==> config.mk <==
export PLATFORM = sky130hd
export DESIGN_NAME = slp_latch_prog
export DESIGN_NICKNAME = d
export VERILOG_FILES = /design/src/rtl/slp_pkg.sv /design/src/rtl/slp_latch_prog.sv
export VERILOG_INCLUDE_DIRS = /design/src /design/src/rtl
export SDC_FILE = /design/constraint.sdc
export NUM_CORES = 1
export LEC_CHECK = 0
export ABC_AREA = 1
export BUFFER_PORTS_ARGS = -buffer_cell sky130_fd_sc_hd__buf_2
export CORE_ASPECT_RATIO = 0.8
export CORE_UTILIZATION = 55
export DETAILED_ROUTE_END_ITERATION = 10
export PLACE_DENSITY_LB_ADDON = 0.25
export SYNTH_ARGS = -nofsm -noshare
export SYNTH_HDL_FRONTEND = slang
export SYNTH_SLANG_ARGS = --single-unit
export TNS_END_PERCENT = 1
==> constraint.sdc <==
create_clock -name clk -period 2.2 [get_ports clk]
set_input_delay 0.33 -clock clk [delete_from_list [all_inputs] [get_ports clk]]
set_output_delay 0.33 -clock clk [all_outputs]
set_load 0.02 [all_outputs]
==> src/rtl/slp_consts.svh <==
// Constants for the synthesizer latch programming block
`ifndef SLP_CONSTS_SVH
`define SLP_CONSTS_SVH

// ----------------------------------------
// Word shape
// ----------------------------------------
`define SLP_WORD_W          24
`define SLP_SEL_LSB         0
`define SLP_SEL_MSB         1

// ----------------------------------------
// Control word fields
// ----------------------------------------
`define SLP_CW_PRESC_MSB    23
`define SLP_CW_PRESC_LSB    22
`define SLP_CW_PD_MODE      21
`define SLP_CW_PD_REQ       20
`define SLP_CW_CP2_MSB      19
`define SLP_CW_CP2_LSB      17
`define SLP_CW_CP1_MSB      16
`define SLP_CW_CP1_LSB      14
`define SLP_CW_PWR_MSB      13
`define SLP_CW_PWR_LSB      12
`define SLP_CW_MUTE         11
`define SLP_CW_GAIN         10
`define SLP_CW_PUMP_HIZ     9
`define SLP_CW_POLARITY     8
`define SLP_CW_MUX_MSB      7
`define SLP_CW_MUX_LSB      5
`define SLP_CW_CLEAR        4
`define SLP_CW_CORE_MSB     3
`define SLP_CW_CORE_LSB     2

// ----------------------------------------
// Feedback divider word fields
// ----------------------------------------
`define SLP_NW_HALF_SEL     23
`define SLP_NW_HALVE        22
`define SLP_NW_GAIN         21
`define SLP_NW_MAIN_MSB     20
`define SLP_NW_MAIN_LSB     8
`define SLP_NW_SWAL_MSB     6
`define SLP_NW_SWAL_LSB     2

// ----------------------------------------
// Reference divider word fields
// ----------------------------------------
`define SLP_RW_BCLK_MSB     21
`define SLP_RW_BCLK_LSB     20
`define SLP_RW_TEST         19
`define SLP_RW_LOCKP        18
`define SLP_RW_ABW_MSB      17
`define SLP_RW_ABW_LSB      16
`define SLP_RW_RDIV_MSB     15
`define SLP_RW_RDIV_LSB     2

// ----------------------------------------
// Reset values and timing
// ----------------------------------------
`define SLP_WORD_RST        24'h00_0000
`define SLP_GATED_EDGES     2'h2

`endif

==> src/rtl/slp_pkg.sv <==
// Types for the synthesizer latch programming block
package slp_pkg;

    // ----------------------------------------
    // Power state, one-hot
    // ----------------------------------------
    typedef enum logic [3:0] {
        SLP_ST_UNPOWERED = 4'h1,
        SLP_ST_ACTIVE    = 4'h2,
        SLP_ST_GATED     = 4'h4,
        SLP_ST_DOWN      = 4'h8
    } slp_state_t;

    // ----------------------------------------
    // Latch select codes
    // ----------------------------------------
    typedef enum logic [1:0] {
        SLP_SEL_CONTROL  = 2'h0,
        SLP_SEL_REF      = 2'h1,
        SLP_SEL_FEEDBACK = 2'h2,
        SLP_SEL_TEST     = 2'h3
    } slp_sel_t;

endpackage : slp_pkg

==> src/rtl/slp_latch_prog.sv <==
// Serial latch programming and power-down control of the synthesizer
`timescale 1ns/1ps
`include "slp_consts.svh"

module slp_latch_prog (
    // Clock and reset
    input  wire logic        clk,
    input  wire logic        sys_rst,
    // Serial link
    input  wire logic        serial_clk,
    input  wire logic        serial_data,
    input  wire logic        load_strobe,
    // Pins
    input  wire logic        chip_enable,
    input  wire logic        ref_div_out,
    // Control word fields
    output logic [1:0]       prescaler_sel,
    output logic             powerdown_gated_mode,
    output logic             powerdown_request,
    output logic [2:0]       pump_current_one,
    output logic [2:0]       pump_current_two,
    output logic [1:0]       rf_power_level,
    output logic             mute_until_lock,
    output logic             pump_gain_select,
    output logic             pump_three_state,
    output logic             detector_polarity,
    output logic [2:0]       output_mux_sel,
    output logic             counter_clear,
    output logic [1:0]       core_current,
    // Feedback divider word fields
    output logic             halved_feedback_sel,
    output logic             output_halve,
    output logic [12:0]      main_count,
    output logic [4:0]       swallow_count,
    // Reference divider word fields
    output logic [1:0]       band_clock_div,
    output logic             factory_test_bit,
    output logic             lock_precision,
    output logic [1:0]       antibacklash_width,
    output logic [13:0]      ref_divide,
    // Power and sequencing effects
    output logic             powered_down,
    output logic             counters_load,
    output logic             pump_hiz,
    output logic             lock_detect_clear,
    output logic             rf_out_hiz,
    output logic             ref_buffer_off,
    output logic             bias_settle_start,
    output logic             band_select_start
);

    // ----------------------------------------
    // Edge detection on link and reference pins
    // ----------------------------------------
    logic                      serial_clk_r;
    logic                      load_strobe_r;
    logic                      ref_div_out_r;
    logic                      sclk_rise;
    logic                      load_rise;
    logic                      ref_rise;

    always_ff @(posedge clk) begin
        if (sys_rst) begin
            serial_clk_r  <= 1'b0;
            load_strobe_r <= 1'b0;
            ref_div_out_r <= 1'b0;
        end else begin
            serial_clk_r  <= serial_clk;
            load_strobe_r <= load_strobe;
            ref_div_out_r <= ref_div_out;
        end
    end

    assign sclk_rise = serial_clk & ~serial_clk_r;
    assign load_rise = load_strobe & ~load_strobe_r;
    assign ref_rise  = ref_div_out & ~ref_div_out_r;

    // ----------------------------------------
    // Input shift register
    // ----------------------------------------
    logic [`SLP_WORD_W-1:0]    shift_r;
    slp_pkg::slp_sel_t         sel;
    logic                      ld_ctrl;
    logic                      ld_ref;
    logic                      ld_fb;

    always_ff @(posedge clk) begin
        if (sys_rst) begin
            shift_r <= `SLP_WORD_RST;
        end else if (sclk_rise) begin
            shift_r <= {shift_r[`SLP_WORD_W-2:0], serial_data};
        end
    end

    assign sel     = slp_pkg::slp_sel_t'(shift_r[`SLP_SEL_MSB:`SLP_SEL_LSB]);
    assign ld_ctrl = load_rise && (sel == slp_pkg::SLP_SEL_CONTROL);
    assign ld_ref  = load_rise && (sel == slp_pkg::SLP_SEL_REF);
    assign ld_fb   = load_rise && (sel == slp_pkg::SLP_SEL_FEEDBACK);

    // ----------------------------------------
    // Control word fields
    // ----------------------------------------
    // Test latch code stores nothing: factory use only
    // all control fields but the pump gain bit
    always_ff @(posedge clk) begin
        if (sys_rst) begin
            prescaler_sel        <= 2'h0;
            powerdown_gated_mode <= 1'b0;
            powerdown_request    <= 1'b0;
            pump_current_one     <= 3'h0;
            pump_current_two     <= 3'h0;
            rf_power_level       <= 2'h0;
            mute_until_lock      <= 1'b0;
            pump_three_state     <= 1'b0;
            detector_polarity    <= 1'b0;
            output_mux_sel       <= 3'h0;
            counter_clear        <= 1'b0;
            core_current         <= 2'h0;
        end else if (ld_ctrl) begin
            prescaler_sel        <= shift_r[`SLP_CW_PRESC_MSB:`SLP_CW_PRESC_LSB];
            powerdown_gated_mode <= shift_r[`SLP_CW_PD_MODE];
            powerdown_request    <= shift_r[`SLP_CW_PD_REQ];
            pump_current_one     <= shift_r[`SLP_CW_CP1_MSB:`SLP_CW_CP1_LSB];
            pump_current_two     <= shift_r[`SLP_CW_CP2_MSB:`SLP_CW_CP2_LSB];
            rf_power_level       <= shift_r[`SLP_CW_PWR_MSB:`SLP_CW_PWR_LSB];
            mute_until_lock      <= shift_r[`SLP_CW_MUTE];
            pump_three_state     <= shift_r[`SLP_CW_PUMP_HIZ];
            detector_polarity    <= shift_r[`SLP_CW_POLARITY];
            output_mux_sel       <= shift_r[`SLP_CW_MUX_MSB:`SLP_CW_MUX_LSB];
            counter_clear        <= shift_r[`SLP_CW_CLEAR];
            core_current         <= shift_r[`SLP_CW_CORE_MSB:`SLP_CW_CORE_LSB];
        end
    end

    always_ff @(posedge clk) begin
        if (sys_rst) begin
            pump_gain_select <= 1'b0;
        end else if (ld_ctrl) begin
            pump_gain_select <= shift_r[`SLP_CW_GAIN];
        end else if (ld_fb) begin
            pump_gain_select <= shift_r[`SLP_NW_GAIN];
        end
    end

    // ----------------------------------------
    // Feedback and reference word fields
    // ----------------------------------------
    // reserved bits dropped
    always_ff @(posedge clk) begin
        if (sys_rst) begin
            halved_feedback_sel <= 1'b0;
            output_halve        <= 1'b0;
            main_count          <= 13'h0;
            swallow_count       <= 5'h0;
        end else if (ld_fb) begin
            halved_feedback_sel <= shift_r[`SLP_NW_HALF_SEL];
            output_halve        <= shift_r[`SLP_NW_HALVE];
            main_count          <= shift_r[`SLP_NW_MAIN_MSB:`SLP_NW_MAIN_LSB];
            swallow_count       <= shift_r[`SLP_NW_SWAL_MSB:`SLP_NW_SWAL_LSB];
        end
    end

    always_ff @(posedge clk) begin
        if (sys_rst) begin
            band_clock_div     <= 2'h0;
            factory_test_bit   <= 1'b0;
            lock_precision     <= 1'b0;
            antibacklash_width <= 2'h0;
            ref_divide         <= 14'h0;
        end else if (ld_ref) begin
            band_clock_div     <= shift_r[`SLP_RW_BCLK_MSB:`SLP_RW_BCLK_LSB];
            factory_test_bit   <= shift_r[`SLP_RW_TEST];
            lock_precision     <= shift_r[`SLP_RW_LOCKP];
            antibacklash_width <= shift_r[`SLP_RW_ABW_MSB:`SLP_RW_ABW_LSB];
            ref_divide         <= shift_r[`SLP_RW_RDIV_MSB:`SLP_RW_RDIV_LSB];
        end
    end

    // ----------------------------------------
    // Power state machine
    // ----------------------------------------
    slp_pkg::slp_state_t       state_r;
    slp_pkg::slp_state_t       state_nxt;
    logic [1:0]                ref_edges_r;
    logic [1:0]                ref_edges_nxt;
    logic                      pd_nxt;

    // mode decode on each control load
    always_comb begin
        state_nxt     = state_r;
        ref_edges_nxt = ref_edges_r;
        unique case (state_r)
            slp_pkg::SLP_ST_UNPOWERED,
            slp_pkg::SLP_ST_ACTIVE,
            slp_pkg::SLP_ST_DOWN: begin
                if (ld_ctrl) begin
                    if (!shift_r[`SLP_CW_PD_REQ]) begin
                        state_nxt = slp_pkg::SLP_ST_ACTIVE;
                    end else if (!shift_r[`SLP_CW_PD_MODE]) begin
                        state_nxt = slp_pkg::SLP_ST_DOWN;
                    end else if (state_r == slp_pkg::SLP_ST_ACTIVE) begin
                        state_nxt     = slp_pkg::SLP_ST_GATED;
                        ref_edges_nxt = 2'h0;
                    end
                end
            end
            slp_pkg::SLP_ST_GATED: begin
                if (ld_ctrl && !shift_r[`SLP_CW_PD_REQ]) begin
                    state_nxt = slp_pkg::SLP_ST_ACTIVE;
                end else if (ld_ctrl && !shift_r[`SLP_CW_PD_MODE]) begin
                    state_nxt = slp_pkg::SLP_ST_DOWN;
                end else if (ld_ctrl) begin
                    ref_edges_nxt = 2'h0;
                end else if (ref_rise) begin
                    ref_edges_nxt = ref_edges_r + 2'h1;
                    if (ref_edges_nxt == `SLP_GATED_EDGES) begin
                        state_nxt = slp_pkg::SLP_ST_DOWN;
                    end
                end
            end
            default: begin
                state_nxt = slp_pkg::SLP_ST_UNPOWERED;
            end
        endcase
    end

    always_ff @(posedge clk) begin
        if (sys_rst) begin
            state_r     <= slp_pkg::SLP_ST_UNPOWERED;
            ref_edges_r <= 2'h0;
        end else begin
            state_r     <= state_nxt;
            ref_edges_r <= ref_edges_nxt;
        end
    end

    // Gated wait keeps running until the second edge lands
    // chip enable overrides both bits
    assign pd_nxt = !chip_enable
                  || (state_nxt == slp_pkg::SLP_ST_UNPOWERED)
                  || (state_nxt == slp_pkg::SLP_ST_DOWN);

    // ----------------------------------------
    // Power-down effects
    // ----------------------------------------
    // counters held at load
    always_ff @(posedge clk) begin
        if (sys_rst) begin
            powered_down      <= 1'b1;
            counters_load     <= 1'b1;
            pump_hiz          <= 1'b1;
            rf_out_hiz        <= 1'b1;
            ref_buffer_off    <= 1'b1;
            lock_detect_clear <= 1'b1;
        end else begin
            powered_down      <= pd_nxt;
            counters_load     <= pd_nxt;
            pump_hiz          <= pd_nxt || (ld_ctrl ? shift_r[`SLP_CW_PUMP_HIZ]
                                                    : pump_three_state);
            rf_out_hiz        <= pd_nxt;
            ref_buffer_off    <= pd_nxt;
            lock_detect_clear <= pd_nxt;
        end
    end

    // ----------------------------------------
    // Sequencing pulses
    // ----------------------------------------
    // bias settling only on the step from unpowered to active
    // no band select on plain power-up
    always_ff @(posedge clk) begin
        if (sys_rst) begin
            bias_settle_start <= 1'b0;
            band_select_start <= 1'b0;
        end else begin
            bias_settle_start <= (state_r == slp_pkg::SLP_ST_UNPOWERED)
                              && (state_nxt == slp_pkg::SLP_ST_ACTIVE);
            band_select_start <= ld_fb;
        end
    end

endmodule : slp_latch_prog

==> results of run 1 <==
metrics by stage:
stage | instances | hold WS, ns
final | 626 | 0.189
after global routing | 626 | 0.191
after CTS | 626 | 0.177
after detailed placement | 610 | 0.461
after global placement | 610 | 0.450
after floorplan | 473 | 0.437
flip-flops by register name, indices dropped and copies added, names as in the netlist, 2 cells and up:
name,count
state_r,4
pump_current_one,3
prescaler_sel,2
rf_power_level,2
core_current,2
ref_divide,14
main_count,13
shift_r,24
band_clock_div,2
pump_current_two,3
output_mux_sel,3
swallow_count,5
antibacklash_width,2
ref_edges_r,2
critical path: stages, from the launching register on:
cell and delay (ns):
dfxtp_1 0.40, inv_2 0.10, nor3_4 0.48, buf_4 0.27, o21ai_0 0.10, nor2_1 0.12
routing by layer:
layer,share of wire,vias up,wire (µm)
li1,-,1642,-
met1,0.48,1477,4140
met2,0.43,135,3680
met3,0.080,7,684
met4,0.0054,0,46
met5,0,-,0
cell families (layout without fill, tap and decap cells):
logic type	Yosys count	after routing	synth area share
adder cells (fa/ha/maj)	1	1	0.00330
buffers and inverters	59	128	0.0734
flip-flops	99	99	0.523
AO/OA/AOI/OAI	104	104	0.144
AND/OR/NAND/NOR	210	210	0.256
cell usage after synthesis (all sizes together):
library cell  number
nand3             13
buf               18
dfxtp             99
nand4              4
nor3               4
nand3b             2
nor2             162
o21a               1
o211ai             2
clkbuf            11
o21ai             85
ha                 1
or2                1
inv               30
a21oi             16
nand2             24
power by group through the flow:
stage	sequential, µW	combinational, µW	clock, µW
3_3_place_gp	2030	559	0
5_1_grt	2010	642	1150
3_5_place_dp	2030	571	0
6_report	2000	574	1050
2_1_floorplan	2100	344	0
4_1_cts	1990	574	1070
layout make-up:
class,instances,area share
timing repair buffer,82,0.0982
tap,84,0.0242
inverter,30,0.0266
clock inverter,5,0.00895
clock buffer,11,0.0326
multi-input combinational,315,0.352
sequential,99,0.457
how the worst min path moves through the flow:
stage	startpoint	to	slack [ns]	depth (start not counted)
after global routing	ref_div_out	ref_div_out_r$_SDFF_PP0_	0.19	3
after global placement	ref_edges_r[1]$_SDFFE_PP0P_	ref_edges_r[1]$_SDFFE_PP0P_	0.45	2
final	serial_clk	serial_clk_r$_SDFF_PP0_	0.19	3
after floorplan	ref_div_out	ref_div_out_r$_SDFF_PP0_	0.44	2
after detailed placement	ref_edges_r[1]$_SDFFE_PP0P_	ref_edges_r[1]$_SDFFE_PP0P_	0.46	2
after CTS	ref_div_out	ref_div_out_r$_SDFF_PP0_	0.18	3
==> flow_summary.ini, run 1 <==
[synthesis]
syn_area_um2 = 3790
yosysSeqAreaShare = 0.523
ys_types = 33
yosysWarnings = 0
postSynthAreaPerCell_um2 = 8.00
yosysTopAreaCell = dfxtp_1
synthCells = 473
ys_seq_elements = 99
yosys.area.top_type_share = 0.523
synth_area_leaders = dfxtp_1, nor2_1, o21ai_0, nor2_2, inv_1
synth.net_count = 481

[min_path]
hold_class = in -> reg

[floorplan]
die_w_um = 94.8
core-area_um2 = 6510
die_h_um = 76.2
start_util = 0.582
pin_count = 77
dieArea_um2 = 7220
rows = 26

[setup_path]
r2r.worst_path.cells = 5
worst-r2r-setup-slack_ns = 0.66
path_class = reg -> reg
crit_arrival_ns = 1.82
crit_fanout = 13
endpoint_kind = flip-flop
startpoint_type = flip-flop
crit_required_ns = 2.49
r2r-start = shift_r[0]$_SDFFE_PP0P_
crit_end = ref_divide[5]$_SDFFE_PP0P_
critPathLaunch = shift_r[0]$_SDFFE_PP0P_
timing.rr.end = ref_divide[5]$_SDFFE_PP0P_

[power]
power_switching_uw = 1080
finalPower_uw = 3620
p_leak_uw = 0.00204
p_clk_frac = 0.290
p_per_area_nw_per_um2 = 835
internal_power_uw = 2540
vdd_ir_drop_max_mv = 0.538
seqPwrFrac = 0.551
sw_frac_of_total = 0.299
combPwrFrac = 0.158

[placed_design]
dp_hpwl_um = 5880
placed_area_um2 = 4150
place_congestion = 0.851
dp_slack_ns = 0.684
io_buffers = 76

[layout]
fill_cells = 566
layout.cells.most_common = nor2_1
fin_util = 0.666
synthToLayoutAreaGrowth_pct = 14.5
layout.nets = 545
drive_gt1_frac = 0.255
multiInputGateArea_um2 = 1530
area.sequential_um2 = 1980
n_antenna_cell = 0
layout_common_cells = nor2_1, dfxtp_1, o21ai_0
fin_area_um2 = 4330

[detailed_routing]
routedWlPerCell_um = 13.7
wl_um = 8560
avgViaCountPerCell = 5.21
drt_iter0_markers = 188
drc = 0
final_antenna_net_count = 0
vias = 3261
dr.pass1.iters = 6

[clock_tree]
cts_inserted_buffers = 9
htreeDepth = 3
clock_latency_ns = 0.35
clockBufferDepth = 2
cts_setup_buffers = 0
post_cts_resize_count = 0
numClockSinks = 99
clk_pin_slew_ns = 0.09
cts_tree = built
cts_root_buf = clkbuf_8
ctsHoldBuffers = 0

[grt]
grt_max_degree = 54
grt_pass1_vias = 2833
overflow = 0
use_met2 = 0.367
met1_usage = 0.364
track_usage = 0.249
grt_most_used_layer = met2
grt_pass1_wl_um = 14000
grt_util_met3 = 0.0669
antenna_found_initial = 0

[sta]
relSlewSlack = 0.535
min_period_ns = 1.54
worstMarginPinSlew_ns = 0.696
rsz0062_at_grt = false
timing.final.hold_violations = 0
finalSetupViolCount = 0
max_freq_ghz = 0.650
worst_slack_ns = 0.662
fin_crit_sh = 0.699
finalSetupTns_ns = 0
drv_slew = 0
finClkSkew_ns = 0.00573

[outcome]
status = complete, no violations

[flow_run]
cap_violations = 0
Power figures use the tool's default switching activity.
==> run 2: changes to the inputs <==
CORE_UTILIZATION = 54   (was 55)
clock period = 1.5 ns   (was 2.2 ns; I/O delays follow)
==> run 2 against run 1 <==
Power is 50% higher. Clock skew is 0.0029 ns higher. Utilization is 1.1 points higher. Critical path depth is 2 higher. First-iteration DRC count is 39% higher. Routed wire length is 1.6% higher. Cell area is 2.7% higher. Sequential share of layout area is 1.2 points lower. Setup slack worse by 0.52 ns. Clock power is 57% higher. Largest cell class unchanged. Highest routed layer unchanged.
==> flow_summary.ini, run 2 (synthesized netlist as in run 1, its figures left out) <==
[outcome]
status = complete, no violations

[placed_design]
io_buffers = 76
place_congestion = 0.811
place_inst = 617
dp_slack_ns = 0.0712
dp_hpwl_um = 6130

[setup_path]
r2r-start = load_strobe_r$_SDFF_PP0_
crit_fanout = 13
crit_required_ns = 1.81
critPathSlowestCell = dfxtp_1
timing.rr.end = ref_divide[4]$_SDFFE_PP0P_
slowest_delay_ns = 0.37
crit_arrival_ns = 1.67
startpoint_type = flip-flop
r2r.worst_path.cells = 7
path_cells = inv_1 > nand2_2 > nor3_4 > buf_12 > buf_4 > o21ai_0 > nor2_1
endpoint_kind = flip-flop
worst-r2r-setup-slack_ns = 0.14
path_class = reg -> reg

[clock_tree]
cts_tree = built
clk_pin_slew_ns = 0.10
cts_inserted_buffers = 9
clockBufferDepth = 2
numClockSinks = 99
htreeDepth = 3
clock_latency_ns = 0.36
cts_root_buf = clkbuf_8
ctsHoldBuffers = 0

[sta]
finalSetupTns_ns = 0
worstMarginPinSlew_ns = 0.680
fin_crit_sh = 0.905
finClkSkew_ns = 0.00865
max_freq_ghz = 0.736
rsz0062_at_grt = false
drv_slew = 0
finalSetupViolCount = 0
relSlewSlack = 0.546
worst_slack_ns = 0.142
min_period_ns = 1.36
timing.final.hold_violations = 0

[layout]
layout.cells.most_common = nor2_1
layout.nets = 553
largest_reg_flops = 24
fill_cells = 585
n_antenna_cell = 0
synthToLayoutAreaGrowth_pct = 17.6
layout_common_cells = nor2_1, dfxtp_1, o21ai_0
final_cells = 634
drive_gt1_frac = 0.269
regMostFlops = shift_r
reg_top3 = shift_r x24, ref_divide x14, main_count x13
fin_util = 0.678

[detailed_routing]
vias = 3371
final_antenna_net_count = 0
drt_iter0_markers = 262
wl_um = 8690
drc = 0
avgViaCountPerCell = 5.32
routedWlPerCell_um = 13.7
dr.pass1.iters = 5

[floorplan]
die_h_um = 76.9
core-area_um2 = 6570
rows = 26
dieArea_um2 = 7350
pin_count = 77
start_util = 0.576
die_w_um = 95.6

[power]
combPwrFrac = 0.161
finalPower_uw = 5450
p_per_area_nw_per_um2 = 1220
p_clk_frac = 0.302
sw_frac_of_total = 0.307
vdd_ir_drop_max_mv = 0.692
power_switching_uw = 1670
p_leak_uw = 0.00211
internal_power_uw = 3780
seqPwrFrac = 0.537

[grt]
grt_max_degree = 29
grt_pass1_wl_um = 14000
overflow = 0
grt_pass1_vias = 2805
antenna_found_initial = 0
track_usage = 0.245

[min_path]
hp-start = ref_div_out
min_path_cells = 3
hold_class = in -> reg
worst_hold_path.endpoint = ref_div_out_r$_SDFF_PP0_

[flow_run]
cap_violations = 0
==> run 2: cell count changes in the layout (fill, tap and decap cells not counted), sizes merged <==
cell      change
clkinvlp      -3
inv           +4
clkbuf        -1
buf           +8
==> run 2: layer usage <==
metal / track usage / up-vias / share of wire
met4: 0.0582 / 0 / 0.0081
met5: 0 / - / 0
met1: 0.369 / 1576 / 0.49
met3: 0.0575 / 12 / 0.068
met2: 0.352 / 128 / 0.44
li1: - / 1655 / -
==> run 2: worst max-delay path by stage <==
stage / from / to
after detailed placement: shift_r[1]$_SDFFE_PP0P_ / state_r[1]$_SDFF_PP0_
final: load_strobe_r$_SDFF_PP0_ / ref_divide[4]$_SDFFE_PP0P_
after global routing: state_r[1]$_SDFF_PP0_ / ref_edges_r[1]$_SDFFE_PP0P_
after CTS: shift_r[1]$_SDFFE_PP0P_ / state_r[1]$_SDFF_PP0_
after floorplan: shift_r[0]$_SDFFE_PP0P_ / ref_divide[8]$_SDFFE_PP0P_
after global placement: shift_r[1]$_SDFFE_PP0P_ / state_r[1]$_SDFF_PP0_
==> run 2: layout make-up <==
class,instances,area (µm²),share of cell area
Clock inverter,6,53.8,0.0121
Sequential cell,99,1980,0.445
Tap cell,84,105,0.0236
Timing Repair Buffer,90,523,0.117
Clock buffer,10,138,0.0309
Inverter,30,115,0.0258
Multi-Input combinational cell,315,1540,0.345
==> run 2: power by group through the flow <==
stage	Combinational, µW	Sequential (µW)	Clock, µW
after detailed placement	862	2980	0
after global placement	848	2980	0
after floorplan	505	3080	0
final	876	2920	1650
after global routing	971	2950	1790
after CTS	866	2920	1680
==> run 2: critical path, delay by kind of cell (launching register included) <==
| family | cells | cell delay, ns |
|---|---|---|
| AOI/OAI and AO/OA | 1 | 0.11 |
| DFF | 1 | 0.37 |
| and+or+nand+nor | 3 | 0.43 |
| buffers and inverters | 3 | 0.40 |
==> run 2: metrics by stage <==
stage | cell area (µm²) | hold WS (ns)
floorplan | 3790 | 0.332
global placement | 4230 | 0.440
detailed placement | 4230 | 0.455
CTS | 4420 | 0.0680
global route | 4450 | 0.0726
finish | 4450 | 0.0829
==> run 2: timing repair <==
| action | in CTS | in global routing |
|---|---|---|
| endpoints found under the setup margin | 0 | 10 |
| gates resized for setup | 0 | 2 |
| setup buffers | 0 | 1 |
